### config.mk
export PLATFORM = sky130hd
export DESIGN_NAME = bsp_tap_top
export DESIGN_NICKNAME = d
export VERILOG_FILES = /design/src/bsp_pkg.sv /design/src/bsp_scan_cell.sv /design/src/bsp_tap_top.sv
export VERILOG_INCLUDE_DIRS = /design/src
export SDC_FILE = /design/constraint.sdc
export NUM_CORES = 2
export LEC_CHECK = 0
export BUFFER_PORTS_ARGS = -buffer_cell sky130_fd_sc_hd__buf_2
export CORE_MARGIN = 4
export CORE_UTILIZATION = 56
export DETAILED_ROUTE_END_ITERATION = 12
export GPL_TIMING_DRIVEN = 1
export PLACE_DENSITY = 0.79
export SKIP_CTS_REPAIR_TIMING = 1
export SLEW_MARGIN = 20
export SYNTH_ARGS = -nofsm -noshare
export SYNTH_HDL_FRONTEND = slang
export SYNTH_HIERARCHICAL = 1
export SYNTH_SLANG_ARGS = --single-unit
export TNS_END_PERCENT = 50
### constraint.sdc
create_clock -name i_mclk -period 28.4 [get_ports i_mclk]
set_input_delay 1.42 -clock i_mclk [delete_from_list [all_inputs] [get_ports i_mclk]]
set_output_delay 1.42 -clock i_mclk [all_outputs]
set_load 0.02 [all_outputs]
### src/bsp_params.svh
// Constants for the boundary-scan and in-circuit programming port
`ifndef BSP_PARAMS_SVH
`define BSP_PARAMS_SVH

// Pin counts and chain sizing
`define BSP_IO_PINS 96
`define BSP_IN_PINS 4
`define BSP_MACROCELLS 16
`define BSP_CAP_STAGES 3
`define BSP_ISP_W 32

// Bit positions of the four test-port pins in the pin vectors
`define BSP_PIN_CLK 0
`define BSP_PIN_MODE 1
`define BSP_PIN_DIN 2
`define BSP_PIN_DOUT 3

// Pull-up mask: mode-select and data-input pins only
`define BSP_PULLUP_MASK 4'h6

// Instruction register
`define BSP_IR_W 4
`define BSP_IR_CAPTURE 4'h1
`define BSP_INS_EXTEST 4'h0
`define BSP_INS_SAMPLE 4'h1
`define BSP_INS_IDCODE 4'h2
`define BSP_INS_PROG 4'h8
`define BSP_INS_BYPASS 4'hf

// Identification word; value is arbitrary, bit 0 must stay set
`define BSP_IDCODE 32'h0a5c_3001

`endif

### src/bsp_pkg.sv
// Types shared by the boundary-scan port design
package bsp_pkg;

  // Test access port controller states
  typedef enum logic [3:0] {
    ST_RESET, ST_IDLE, ST_SEL_DR, ST_CAP_DR, ST_SH_DR, ST_EX1_DR, ST_PAU_DR, ST_EX2_DR,
    ST_UPD_DR, ST_SEL_IR, ST_CAP_IR, ST_SH_IR, ST_EX1_IR, ST_PAU_IR, ST_EX2_IR, ST_UPD_IR
  } bsp_tap_state_t;

endpackage

### src/bsp_scan_cell.sv
// One boundary-scan cell: three capture stages in series, one or two update stages
`timescale 1ns/100ps
module bsp_scan_cell #(
  parameter int UPD_STAGES = 2
) (
  // Clock and reset
  input wire logic i_mclk,
  input wire logic i_rst,
  // Controls from the port controller
  input wire logic i_cap,
  input wire logic i_shift,
  input wire logic i_upd,
  // Serial path and parallel sample {in, oe, out}
  input wire logic i_si,
  input wire logic [2:0] i_par,
  output logic o_so,
  // Update stages {oe, out}
  output logic [1:0] o_upd
);

  logic [2:0] cap_q;
  logic upd0_q;
  logic upd1_q;

  if (UPD_STAGES < 1 || UPD_STAGES > 2) begin : g_chk
    $error("bsp_scan_cell: UPD_STAGES must be 1 or 2");
  end

  // Capture stages sample, shift, and feed the update stages
  always_ff @(posedge i_mclk) begin
    if (i_rst) begin
      cap_q <= 3'h0;
    end else if (i_cap) begin
      cap_q <= i_par; // [RULE8]
    end else if (i_shift) begin
      cap_q <= {cap_q[1:0], i_si}; // [RULE8]
    end
  end

  // Update stage for the data value
  always_ff @(posedge i_mclk) begin
    if (i_rst) begin
      upd0_q <= 1'b0;
    end else if (i_upd) begin
      upd0_q <= cap_q[0]; // [RULE8]
    end
  end

  // Optional second update stage for the enable; macrocell cells leave it out
  if (UPD_STAGES == 2) begin : g_oe
    always_ff @(posedge i_mclk) begin
      if (i_rst) begin
        upd1_q <= 1'b0;
      end else if (i_upd) begin
        upd1_q <= cap_q[1]; // [RULE5]
      end
    end
  end else begin : g_no_oe
    assign upd1_q = 1'b0;
  end

  assign o_so = cap_q[2];
  assign o_upd = {upd1_q, upd0_q};

endmodule

### src/bsp_tap_top.sv
// Boundary-scan test access port with scan chain and in-circuit programming path
//
// Function
// RULE1 - No test reset pin; power-up reset forces the controller to its reset state.
// RULE2 - Sample/preload, external test, bypass and identification instructions are supported.
// RULE3 - Every input and I/O pin has its own scan_cell, controllable and observable; input-pin cells only observe, as their pad enables stay low.
// RULE4 - Chain sized for up to 96 I/O pins plus four input pins.
// RULE5 - A cell holds three capture stages and at most two update stages.
// RULE6 - Two cell kinds: one for input and I/O pins, one for macrocells.
// RULE7 - All cells form one chain from test data input to test data output.
// RULE8 - Capture stages sample live signals, shift serially, and load update stages.
// RULE9 - Capture, shift and update controls come from the controller, not pins.
// RULE10 - In-circuit programming runs over the same four pins with a standard sequence.
// RULE11 - With the port disabled by configuration, its four pins are plain user I/O.
// RULE12 - Optional pull-up on mode-select and data-input pins, chosen at design time.
// RULE13 - Bypass puts a single-bit register between data input and data output.
`timescale 1ns/100ps
`include "bsp_params.svh"
module bsp_tap_top import bsp_pkg::*; #(
  parameter int IO_PINS = `BSP_IO_PINS,
  parameter int IN_PINS = `BSP_IN_PINS,
  parameter int MACROCELLS = `BSP_MACROCELLS,
  parameter int ISP_W = `BSP_ISP_W,
  parameter bit JTAG_EN = 1'b1,
  parameter bit PULLUP_EN = 1'b1
) (
  // Clock and reset
  input wire logic i_mclk,
  input wire logic i_rst,
  // Test-port pins {dout, din, mode, clk}, two-way
  input wire logic [3:0] i_jpin_in,
  output logic [3:0] o_jpin_out,
  output logic [3:0] o_jpin_oe,
  output logic [3:0] o_jpin_pullup,
  // User logic side of the test-port pins when the port is disabled
  input wire logic [3:0] i_jusr_out,
  input wire logic [3:0] i_jusr_oe,
  output logic [3:0] o_jusr_in,
  // Device pads: I/O pins low, dedicated input pins on top
  input wire logic [IO_PINS+IN_PINS-1:0] i_pad_in,
  output logic [IO_PINS+IN_PINS-1:0] o_pad_out,
  output logic [IO_PINS+IN_PINS-1:0] o_pad_oe,
  // Core logic side of the pads
  input wire logic [IO_PINS+IN_PINS-1:0] i_core_out,
  input wire logic [IO_PINS+IN_PINS-1:0] i_core_oe,
  output logic [IO_PINS+IN_PINS-1:0] o_core_in,
  // Macrocell values
  input wire logic [MACROCELLS-1:0] i_mc_val,
  output logic [MACROCELLS-1:0] o_mc_val,
  // Programming word out
  output logic [ISP_W-1:0] o_prog_word,
  output logic o_prog_stb,
  output logic o_prog_mode
);

  localparam int NP = IO_PINS + IN_PINS;
  localparam int NCELL = NP + MACROCELLS;

  // Refuse sizes the chain cannot serve
  if (IO_PINS < 1 || IO_PINS > `BSP_IO_PINS || IN_PINS < 0 || IN_PINS > `BSP_IN_PINS ||
      MACROCELLS < 1 || ISP_W < 1) begin : g_chk
    $error("bsp_tap_top: pin, macrocell or word width out of range"); // [RULE4]
  end

  bsp_tap_state_t state_q;
  bsp_tap_state_t state_d;
  logic [3:0] jin_s1_q;
  logic [3:0] jin_s2_q;
  logic tck_prev_q;
  logic [NP-1:0] pad_s1_q;
  logic [NP-1:0] pad_s2_q;
  logic [`BSP_IR_W-1:0] ir_sr_q;
  logic [`BSP_IR_W-1:0] ir_q;
  logic [31:0] id_sr_q;
  logic byp_q;
  logic [ISP_W-1:0] isp_sr_q;
  logic [3:0] jpin_out_q;
  logic [3:0] jpin_oe_q;
  logic [3:0] jusr_in_q;
  logic [NP-1:0] pad_out_q;
  logic [NP-1:0] pad_oe_q;
  logic [NP-1:0] core_in_q;
  logic [MACROCELLS-1:0] mc_val_q;
  logic [ISP_W-1:0] prog_word_q;
  logic prog_stb_q;
  logic prog_mode_q;
  logic tck_rise;
  logic tck_fall;
  logic tms;
  logic tdi;
  logic bsr_sel;
  logic extest;
  logic cap_en;
  logic sh_en;
  logic upd_en;
  logic tdo_bit;
  logic [NCELL:0] link;
  logic [1:0] cell_upd [NCELL];

  // Two-flop synchronisers on every pin input; the link clock is sampled, not used as a clock
  always_ff @(posedge i_mclk) begin
    if (i_rst) begin
      jin_s1_q <= 4'h0;
      jin_s2_q <= 4'h0;
      tck_prev_q <= 1'b0;
      pad_s1_q <= '0;
      pad_s2_q <= '0;
    end else begin
      jin_s1_q <= i_jpin_in;
      jin_s2_q <= jin_s1_q;
      tck_prev_q <= jin_s2_q[`BSP_PIN_CLK];
      pad_s1_q <= i_pad_in;
      pad_s2_q <= pad_s1_q;
    end
  end

  // Test clock edges and sampled serial inputs
  assign tck_rise = JTAG_EN && jin_s2_q[`BSP_PIN_CLK] && !tck_prev_q;
  assign tck_fall = JTAG_EN && !jin_s2_q[`BSP_PIN_CLK] && tck_prev_q;
  assign tms = jin_s2_q[`BSP_PIN_MODE];
  assign tdi = jin_s2_q[`BSP_PIN_DIN];

  // Controller next state; follows the standard sixteen-state graph
  always_comb begin
    state_d = state_q;
    case (state_q)
      ST_RESET: state_d = tms ? ST_RESET : ST_IDLE;
      ST_IDLE: state_d = tms ? ST_SEL_DR : ST_IDLE;
      ST_SEL_DR: state_d = tms ? ST_SEL_IR : ST_CAP_DR;
      ST_CAP_DR: state_d = tms ? ST_EX1_DR : ST_SH_DR;
      ST_SH_DR: state_d = tms ? ST_EX1_DR : ST_SH_DR;
      ST_EX1_DR: state_d = tms ? ST_UPD_DR : ST_PAU_DR;
      ST_PAU_DR: state_d = tms ? ST_EX2_DR : ST_PAU_DR;
      ST_EX2_DR: state_d = tms ? ST_UPD_DR : ST_SH_DR;
      ST_UPD_DR: state_d = tms ? ST_SEL_DR : ST_IDLE;
      ST_SEL_IR: state_d = tms ? ST_RESET : ST_CAP_IR;
      ST_CAP_IR: state_d = tms ? ST_EX1_IR : ST_SH_IR;
      ST_SH_IR: state_d = tms ? ST_EX1_IR : ST_SH_IR;
      ST_EX1_IR: state_d = tms ? ST_UPD_IR : ST_PAU_IR;
      ST_PAU_IR: state_d = tms ? ST_EX2_IR : ST_PAU_IR;
      ST_EX2_IR: state_d = tms ? ST_UPD_IR : ST_SH_IR;
      ST_UPD_IR: state_d = tms ? ST_SEL_DR : ST_IDLE;
      default: state_d = ST_RESET;
    endcase
  end

  // Power-up reset stands in for the missing test reset pin
  always_ff @(posedge i_mclk) begin
    if (i_rst) begin
      state_q <= ST_RESET; // [RULE1]
    end else if (tck_rise) begin
      state_q <= state_d;
    end
  end

  // Instruction shift and update; reset selects identification
  always_ff @(posedge i_mclk) begin
    if (i_rst || state_q == ST_RESET) begin
      ir_sr_q <= `BSP_IR_CAPTURE;
      ir_q <= `BSP_INS_IDCODE; // [RULE2]
    end else if (tck_rise && state_q == ST_CAP_IR) begin
      ir_sr_q <= `BSP_IR_CAPTURE;
    end else if (tck_rise && state_q == ST_SH_IR) begin
      ir_sr_q <= {tdi, ir_sr_q[`BSP_IR_W-1:1]};
    end else if (tck_fall && state_q == ST_UPD_IR) begin
      ir_q <= ir_sr_q; // [RULE2]
    end
  end

  // Cell controls made here from controller state, never from pins
  assign bsr_sel = (ir_q == `BSP_INS_EXTEST) || (ir_q == `BSP_INS_SAMPLE);
  assign extest = (ir_q == `BSP_INS_EXTEST);
  assign cap_en = tck_rise && bsr_sel && state_q == ST_CAP_DR; // [RULE9]
  assign sh_en = tck_rise && bsr_sel && state_q == ST_SH_DR; // [RULE9]
  assign upd_en = tck_fall && bsr_sel && state_q == ST_UPD_DR; // [RULE9]

  // One chain: pin cells first from the data input, macrocell cells last
  assign link[0] = tdi; // [RULE7]
  for (genvar k = 0; k < NCELL; k++) begin : g_cell
    if (k < NP) begin : g_pin
      bsp_scan_cell #(.UPD_STAGES(2)) u_cell ( // [RULE3] [RULE6]
        .i_mclk(i_mclk),
        .i_rst(i_rst),
        .i_cap(cap_en),
        .i_shift(sh_en),
        .i_upd(upd_en),
        .i_si(link[k]),
        .i_par({pad_s2_q[k], i_core_oe[k], i_core_out[k]}),
        .o_so(link[k+1]),
        .o_upd(cell_upd[k])
      );
    end else begin : g_mc
      bsp_scan_cell #(.UPD_STAGES(1)) u_cell ( // [RULE6]
        .i_mclk(i_mclk),
        .i_rst(i_rst),
        .i_cap(cap_en),
        .i_shift(sh_en),
        .i_upd(upd_en),
        .i_si(link[k]),
        .i_par({i_mc_val[k-NP], 1'b0, i_mc_val[k-NP]}),
        .o_so(link[k+1]),
        .o_upd(cell_upd[k])
      );
    end
  end

  // Pads follow the cells under external test, the core otherwise
  for (genvar p = 0; p < NP; p++) begin : g_pad
    always_ff @(posedge i_mclk) begin
      if (i_rst) begin
        pad_out_q[p] <= 1'b0;
        pad_oe_q[p] <= 1'b0;
      end else if (extest) begin
        pad_out_q[p] <= cell_upd[p][0]; // [RULE3]
        pad_oe_q[p] <= (p < IO_PINS) ? cell_upd[p][1] : 1'b0;
      end else begin
        pad_out_q[p] <= i_core_out[p];
        pad_oe_q[p] <= (p < IO_PINS) ? i_core_oe[p] : 1'b0;
      end
    end
  end

  // Macrocell outputs and core inputs
  for (genvar m = 0; m < MACROCELLS; m++) begin : g_mcv
    always_ff @(posedge i_mclk) begin
      if (i_rst) begin
        mc_val_q[m] <= 1'b0;
      end else begin
        mc_val_q[m] <= extest ? cell_upd[NP+m][0] : i_mc_val[m];
      end
    end
  end

  always_ff @(posedge i_mclk) begin
    if (i_rst) begin
      core_in_q <= '0;
    end else begin
      core_in_q <= pad_s2_q;
    end
  end

  // Bypass bit and identification register
  always_ff @(posedge i_mclk) begin
    if (i_rst) begin
      byp_q <= 1'b0;
      id_sr_q <= `BSP_IDCODE;
    end else if (tck_rise && state_q == ST_CAP_DR) begin
      byp_q <= 1'b0;
      id_sr_q <= `BSP_IDCODE; // [RULE2]
    end else if (tck_rise && state_q == ST_SH_DR) begin
      byp_q <= tdi; // [RULE13]
      id_sr_q <= {tdi, id_sr_q[31:1]};
    end
  end

  // Programming word: shifted in under the programming instruction, handed on at update
  always_ff @(posedge i_mclk) begin
    if (i_rst) begin
      isp_sr_q <= '0;
      prog_word_q <= '0;
      prog_stb_q <= 1'b0;
      prog_mode_q <= 1'b0;
    end else begin
      prog_mode_q <= (ir_q == `BSP_INS_PROG); // [RULE10]
      prog_stb_q <= tck_fall && state_q == ST_UPD_DR && ir_q == `BSP_INS_PROG;
      if (tck_rise && state_q == ST_SH_DR && ir_q == `BSP_INS_PROG) begin
        isp_sr_q <= {tdi, isp_sr_q[ISP_W-1:1]}; // [RULE10]
      end
      if (tck_fall && state_q == ST_UPD_DR && ir_q == `BSP_INS_PROG) begin
        prog_word_q <= isp_sr_q;
      end
    end
  end

  // Serial output choice; unknown codes fall to bypass
  always_comb begin
    tdo_bit = byp_q; // [RULE13]
    if (state_q == ST_SH_IR) begin
      tdo_bit = ir_sr_q[0];
    end else if (bsr_sel) begin
      tdo_bit = link[NCELL]; // [RULE7]
    end else if (ir_q == `BSP_INS_IDCODE) begin
      tdo_bit = id_sr_q[0];
    end else if (ir_q == `BSP_INS_PROG) begin
      tdo_bit = isp_sr_q[0];
    end
  end

  // Test-port pins: data output changes on the falling test clock; user I/O when disabled
  always_ff @(posedge i_mclk) begin
    if (i_rst) begin
      jpin_out_q <= 4'h0;
      jpin_oe_q <= 4'h0;
      jusr_in_q <= 4'h0;
    end else if (!JTAG_EN) begin
      jpin_out_q <= i_jusr_out; // [RULE11]
      jpin_oe_q <= i_jusr_oe; // [RULE11]
      jusr_in_q <= jin_s2_q;
    end else begin
      jusr_in_q <= 4'h0;
      if (tck_fall) begin
        jpin_out_q[`BSP_PIN_DOUT] <= tdo_bit;
        jpin_oe_q[`BSP_PIN_DOUT] <= (state_q == ST_SH_DR) || (state_q == ST_SH_IR);
      end
    end
  end

  // Pull-up enable is fixed at build time; a register so it is clean from reset
  always_ff @(posedge i_mclk) begin
    if (i_rst) begin
      o_jpin_pullup <= 4'h0;
    end else begin
      o_jpin_pullup <= PULLUP_EN ? `BSP_PULLUP_MASK : 4'h0; // [RULE12]
    end
  end

  assign o_jpin_out = jpin_out_q;
  assign o_jpin_oe = jpin_oe_q;
  assign o_jusr_in = jusr_in_q;
  assign o_pad_out = pad_out_q;
  assign o_pad_oe = pad_oe_q;
  assign o_core_in = core_in_q;
  assign o_mc_val = mc_val_q;
  assign o_prog_word = prog_word_q;
  assign o_prog_stb = prog_stb_q;
  assign o_prog_mode = prog_mode_q;

endmodule

## After elaboration in Yosys (flattened, before gate mapping)

Cells that the tools add are included.
Widths: inputs -> output; s select.

- Register bits after elaboration: 1196
- Input bits: 330
- Output and inout bits: 366
- Word-level logic and storage cells: 1086

- Eq/ne operators: 18
- Multiplexer cells: 462
- Bitwise gates (word level): 2
- Reduce and logical (&&, ||, !) cells: 30

Operators with widths:

| operator | number |
|---|---|
| $mux 3 | 235 |
| $mux 1 | 219 |
| $pmux 4 s12 | 1 |
| $eq 4x4->1 const B | 9 |
| $eq 4x3->1 const B | 4 |
| $mux 4 | 4 |
| $logic_and 1x1->1 | 15 |
| $eq 4x2->1 const B | 3 |
| $reduce_or 2->1 | 5 |
| $eq 4x1->1 const B | 2 |
| $logic_not 4->1 | 2 |
| $mux 2 | 3 |
| $logic_or 1x1->1 | 3 |
| $reduce_and 3->1 | 1 |
| $reduce_or 3->1 | 1 |
| $logic_not 1->1 | 2 |
| $not 1->1 | 2 |
| $reduce_bool 2->1 | 1 |

## Logic depth before layout (Yosys ltp)

- Depth after elaboration: 6
- Mapped depth: 8
- Gate-level depth less buffers: 5

## Hierarchy

Netlist, hierarchy kept.

Modules (own cells, without submodules):

| module | instances | cells an instance | area each (µm²) | sequential area each (µm²) |
|---|---|---|---|---|
| bsp_scan_cell at g_cell[0].g_pin.u_cell ... | 100 | 21 | 217.7 | 100.1 |
| bsp_tap_top | 1 | 2131 | 19896.6 | 12652.1 |
| bsp_scan_cell at g_cell[100].g_mc.u_cell ... | 16 | 19 | 187.7 | 80.1 |

## Least setup slack after synthesis

OpenSTA, ideal clock, no wires.

- Path kind: flip-flop to flip-flop
- Start point: register state_q[1]
- End point: register g_cell[0].g_pin.u_cell.cap_q[0]
- Library setup time: 130 ps
- Arrival time: 23106 ps
- Data required time: 28270 ps
- Path slack: 5164 ps
- Stages on the path, launching flop included: 7
- Path through: dfxtp_1 > nor4b_2 > nand2_1 > clkbuf_1 > nor2_1 > mux2i_1 > a211oi_1

- Longest elaborated chain between the ends: 3
- Elaborated cells between the ends (all ways): 6
- Those cells by class: eq/ne: 2; mux: 1; reduce/logical: 3

Ends and longest elaborated chain:

| item | line | source |
|---|---|---|
| start: declaration | bsp_tap_top.sv:65 | `bsp_tap_state_t state_q;` |
| start signal: assignment | bsp_tap_top.sv:152 | `state_q <= state_d;` |
| $eq 4x3->1 | bsp_tap_top.sv:174 | `assign sh_en = tck_rise && bsr_sel && state_q == ST_SH_DR;` |
| $logic_and 1x1->1 | bsp_tap_top.sv:174 |  |
| via sh_en | bsp_tap_top.sv:94 | `logic sh_en;` |
| $reduce_bool 2->1 (no source line) | n/a |  |
| end signal: assignment | bsp_scan_cell.sv:34 | `cap_q <= i_par;` |
| end signal: assignment | bsp_scan_cell.sv:36 | `cap_q <= {cap_q[1:0], i_si};` |
| end: declaration | bsp_scan_cell.sv:21 | `logic [2:0] cap_q;` |

The timed path passes the listed nets, and every way through them passes these cells.
A chain may end at the register's enable or synchronous reset.

## Final worst setup path

- Start point: register jin_s2_q[0]
- End point: register g_cell[63].g_pin.u_cell.cap_q[0]

- Longest elaborated chain between the ends: 4
- Elaborated cells between the ends (all ways): 6
- Those cells by class: mux: 1; reduce/logical: 5

Ends and longest elaborated chain:

| item | line | source |
|---|---|---|
| start: declaration | bsp_tap_top.sv:68 | `logic [3:0] jin_s2_q;` |
| start signal: assignment | bsp_tap_top.sv:110 | `jin_s2_q <= jin_s1_q;` |
| $logic_and 1x1->1 | bsp_tap_top.sv:118 | `` assign tck_rise = JTAG_EN && jin_s2_q[`BSP_PIN_CLK] && !tck_prev_q; `` |
| $logic_and 1x1->1 (2 in series) | bsp_tap_top.sv:174 |  |
| via sh_en | bsp_tap_top.sv:94 |  |
| $reduce_bool 2->1 (no source line) | n/a |  |
| end signal: assignment | bsp_scan_cell.sv:34 |  |
| end signal: assignment | bsp_scan_cell.sv:36 |  |
| end: declaration | bsp_scan_cell.sv:21 |  |

The timed path passes the listed nets, and every way through them passes these cells.

==> results.md <==
* Status: completed
* Design Area, Final at 0.05113 mm²
* NetSw at 0.7577 mW
* Netlist Area Pre-Place at 0.04433 mm²
* IO Port Bufs at 670
* Layout net count at 5287
* Worst r2r path cells at 8
* Reg2reg setup slack at 23.04 ns
* Leak Pwr at 19.37 nW
* Routed wire length at 110300 µm
* Peak VDD IR at 0.00005734 V
* Clk slew on worst S/H paths at 0.07 ns
* Layout cells sized above 1 at 17.81%
* # fillers at 6110
* Worst Path Max Fanout at 58
* DRC Markers at 0
* Clk_skew at 0.04126 ns
* Routability Congestion at 0.8677
* Vias in the first global route at 31110
* Critical Path Sink Type: register
* Most used cell, CP: buf_4
* Pwr dens at 67.20 mW/mm²
* Die Span Y at 289.3 µm
* Via count at 32310
* Root buffer cell: clkbuf_16
* Post-route antenna net violation count at 0
* CP Cell Sequence: nor2b_1 -> nand2_2 -> nor2_4 -> buf_4 -> buf_4 -> buf_4 -> mux2i_1 -> a211oi_1
* Post-DP Area at 0.04706 mm²
* Combinational share of power at 4.1%
* Worst hold stages at 1
* Antenna violations before repair at 31
* Wire per inst at 18.04 µm
* IO Count at 696
* Worst Hold Slack at 0.4168 ns
* Syn_area_per_cell at 9.879 µm²
* Total track usage at 25.06%
* Max-Cap Viols at 0
* CTS tree: built
* First-pass GRT wire length at 169500 µm
* Clk pwr share at 45.9%
* Die Area at 0.08372 mm²
* Area of the multi-input gates at 0.01779 mm²
* Number of synthesis warnings at 6
* Final Max Slew Viols at 0
* Largest net degree at the start of global routing at 270
* HP Class: register to register
* GRT Residual Overflow at 0
* Hold endpoint: pad_s2_q[91]
* Initial Util at 56.84%
* Iter 0 DRT Violations at 2114
* Sequential share of power at 50.1%
* Clk Latency, worst-skew pair at 0.68 ns
* Maximum root-to-sink buffer count at 3
* Pint at 2.678 mW
* Routed vias/inst at 5.286
* Critical setup path kind: register to register
* FF-to-FF End: g_cell[63].g_pin.u_cell/cap_q[0]
* Slowest CP cell: buf_4
* H-tree levels at 3
* Final setup violation count at 0
* Minimum clock period at 5.363 ns
* Core region area at 0.07798 mm²
* DR pass1 iterations at 5
* Sw Ratio at 22.05%
* Layout Utilization at 65.57%
* Final HPWL DP at 71470 µm
* Worst slew pin tran at 1.220 ns
* RSZ-0062 raised after global routing: no
* Storage element area at 0.02386 mm²
* Tcrit/Tclk final at 18.88%
* Clock sinks at 1192
* Area grow syn2layout at 15.35%
* Final setup TNS at 0 ns
* CTS Buf Count at 115
* Arr. time, crit path at 5.92 ns
* Width of the die at 289.3 µm
* Critical Path Max Stage Delay at 0.92 ns
* Worst path required time at 28.96 ns
* Syn Inst Count at 4487
* HP Start: pad_s1_q[91]
* Row count at 102
* CP Launch Type: register
* Slew headroom at 18.69%
* Worst r2r src: jin_s2_q[0]
* Fmax at 186.5 MHz
* Fin. Hold Viols at 0
## cells in the final DEF, fill, tap and decap left out, types with 20 or more instances in the layout
cell	instances
nand2_1	591
mux2i_1	566
nor2_1	224
clkbuf_1	23
dfxtp_1	1192
buf_2	669
buf_4	24
conb_1	32
a211oi_1	348
diode_2	20
a21oi_1	305
clkbuf_8	21
nor2b_1	661
inv_1	124
nand3_1	42
clkbuf_16	117
## stage by stage
step / power, mW / instances / worst slack, ns
floorplan: 1.818 / 4518 / 5.164
global placement: 1.895 / 5879 / 22.94
detailed placement: 1.896 / 5879 / 22.88
CTS: 3.461 / 6091 / 22.85
global route: 3.543 / 6109 / 22.65
finish: 3.436 / 6112 / 23.04
## critical path, delay by kind of cell, from the launching register on
kind	cells	cell delay [ns]
compound gates	1	0.31
buf+inv	3	2.51
flops	1	0.35
mux	1	0.18
simple gates	3	1.67
## registers in the layout, indices dropped and copies added (netlist names), 16 cells and up
name	count
pad_s2_q	100
pad_s1_q	100
o_pad_out	100
id_sr_q	32
g_cell.g_mc.u_cell/cap_q	48
o_mc_val	16
g_cell.g_pin.u_cell/cap_q	300
o_prog_word	32
g_cell.g_pin.u_cell/upd1_q	96
o_core_in	100
o_pad_oe	96
isp_sr_q	32
g_cell.g_pin.u_cell/upd0_q	100
g_cell.g_mc.u_cell/upd0_q	16
## routing by layer
| layer | GRT usage, % | part of all wire, % |
|---|---|---|
| met1 | 31.65 | 41 |
| met2 | 41.31 | 47 |
| met3 | 5.838 | 7.5 |
| met4 | 10.65 | 3.8 |
| met5 | 0 | 0.083 |
## area by class of cell
class,count,area share [%]
diodes,20,0.09789
clock buffers,161,6.460
clock inverters,51,1.336
inverters,124,0.9103
multi-input cells,2824,34.80
flip-flops and latches,1192,46.67
well taps,1040,2.545
repair buffers,700,7.180
## how the worst max path moves through the flow
stage,cells past startpoint,startpoint,endpoint,slack [ns]
after global placement,8,jin_s2_q[0],g_cell[53].g_pin.u_cell/cap_q[2],22.94
after CTS,8,jin_s2_q[0],g_cell[98].g_pin.u_cell/cap_q[0],22.85
final,8,jin_s2_q[0],g_cell[63].g_pin.u_cell/cap_q[0],23.04
after detailed placement,8,jin_s2_q[0],g_cell[63].g_pin.u_cell/cap_q[0],22.88
after global routing,8,jin_s2_q[0],g_cell[59].g_pin.u_cell/cap_q[2],22.65
after floorplan,6,state_q[1],g_cell[0].g_pin.u_cell/cap_q[0],5.16
## power by group through the flow
stage                     combinational [mW]  sequential, mW  clock (mW)
final                                  0.139            1.72        1.58
after floorplan                       0.0419            1.78           0
after detailed placement               0.138            1.76           0
after global routing                   0.151            1.72        1.67
after global placement                 0.138            1.76           0
after CTS                              0.139            1.72        1.60
Note: power is estimated with default switching activity, not from simulation.
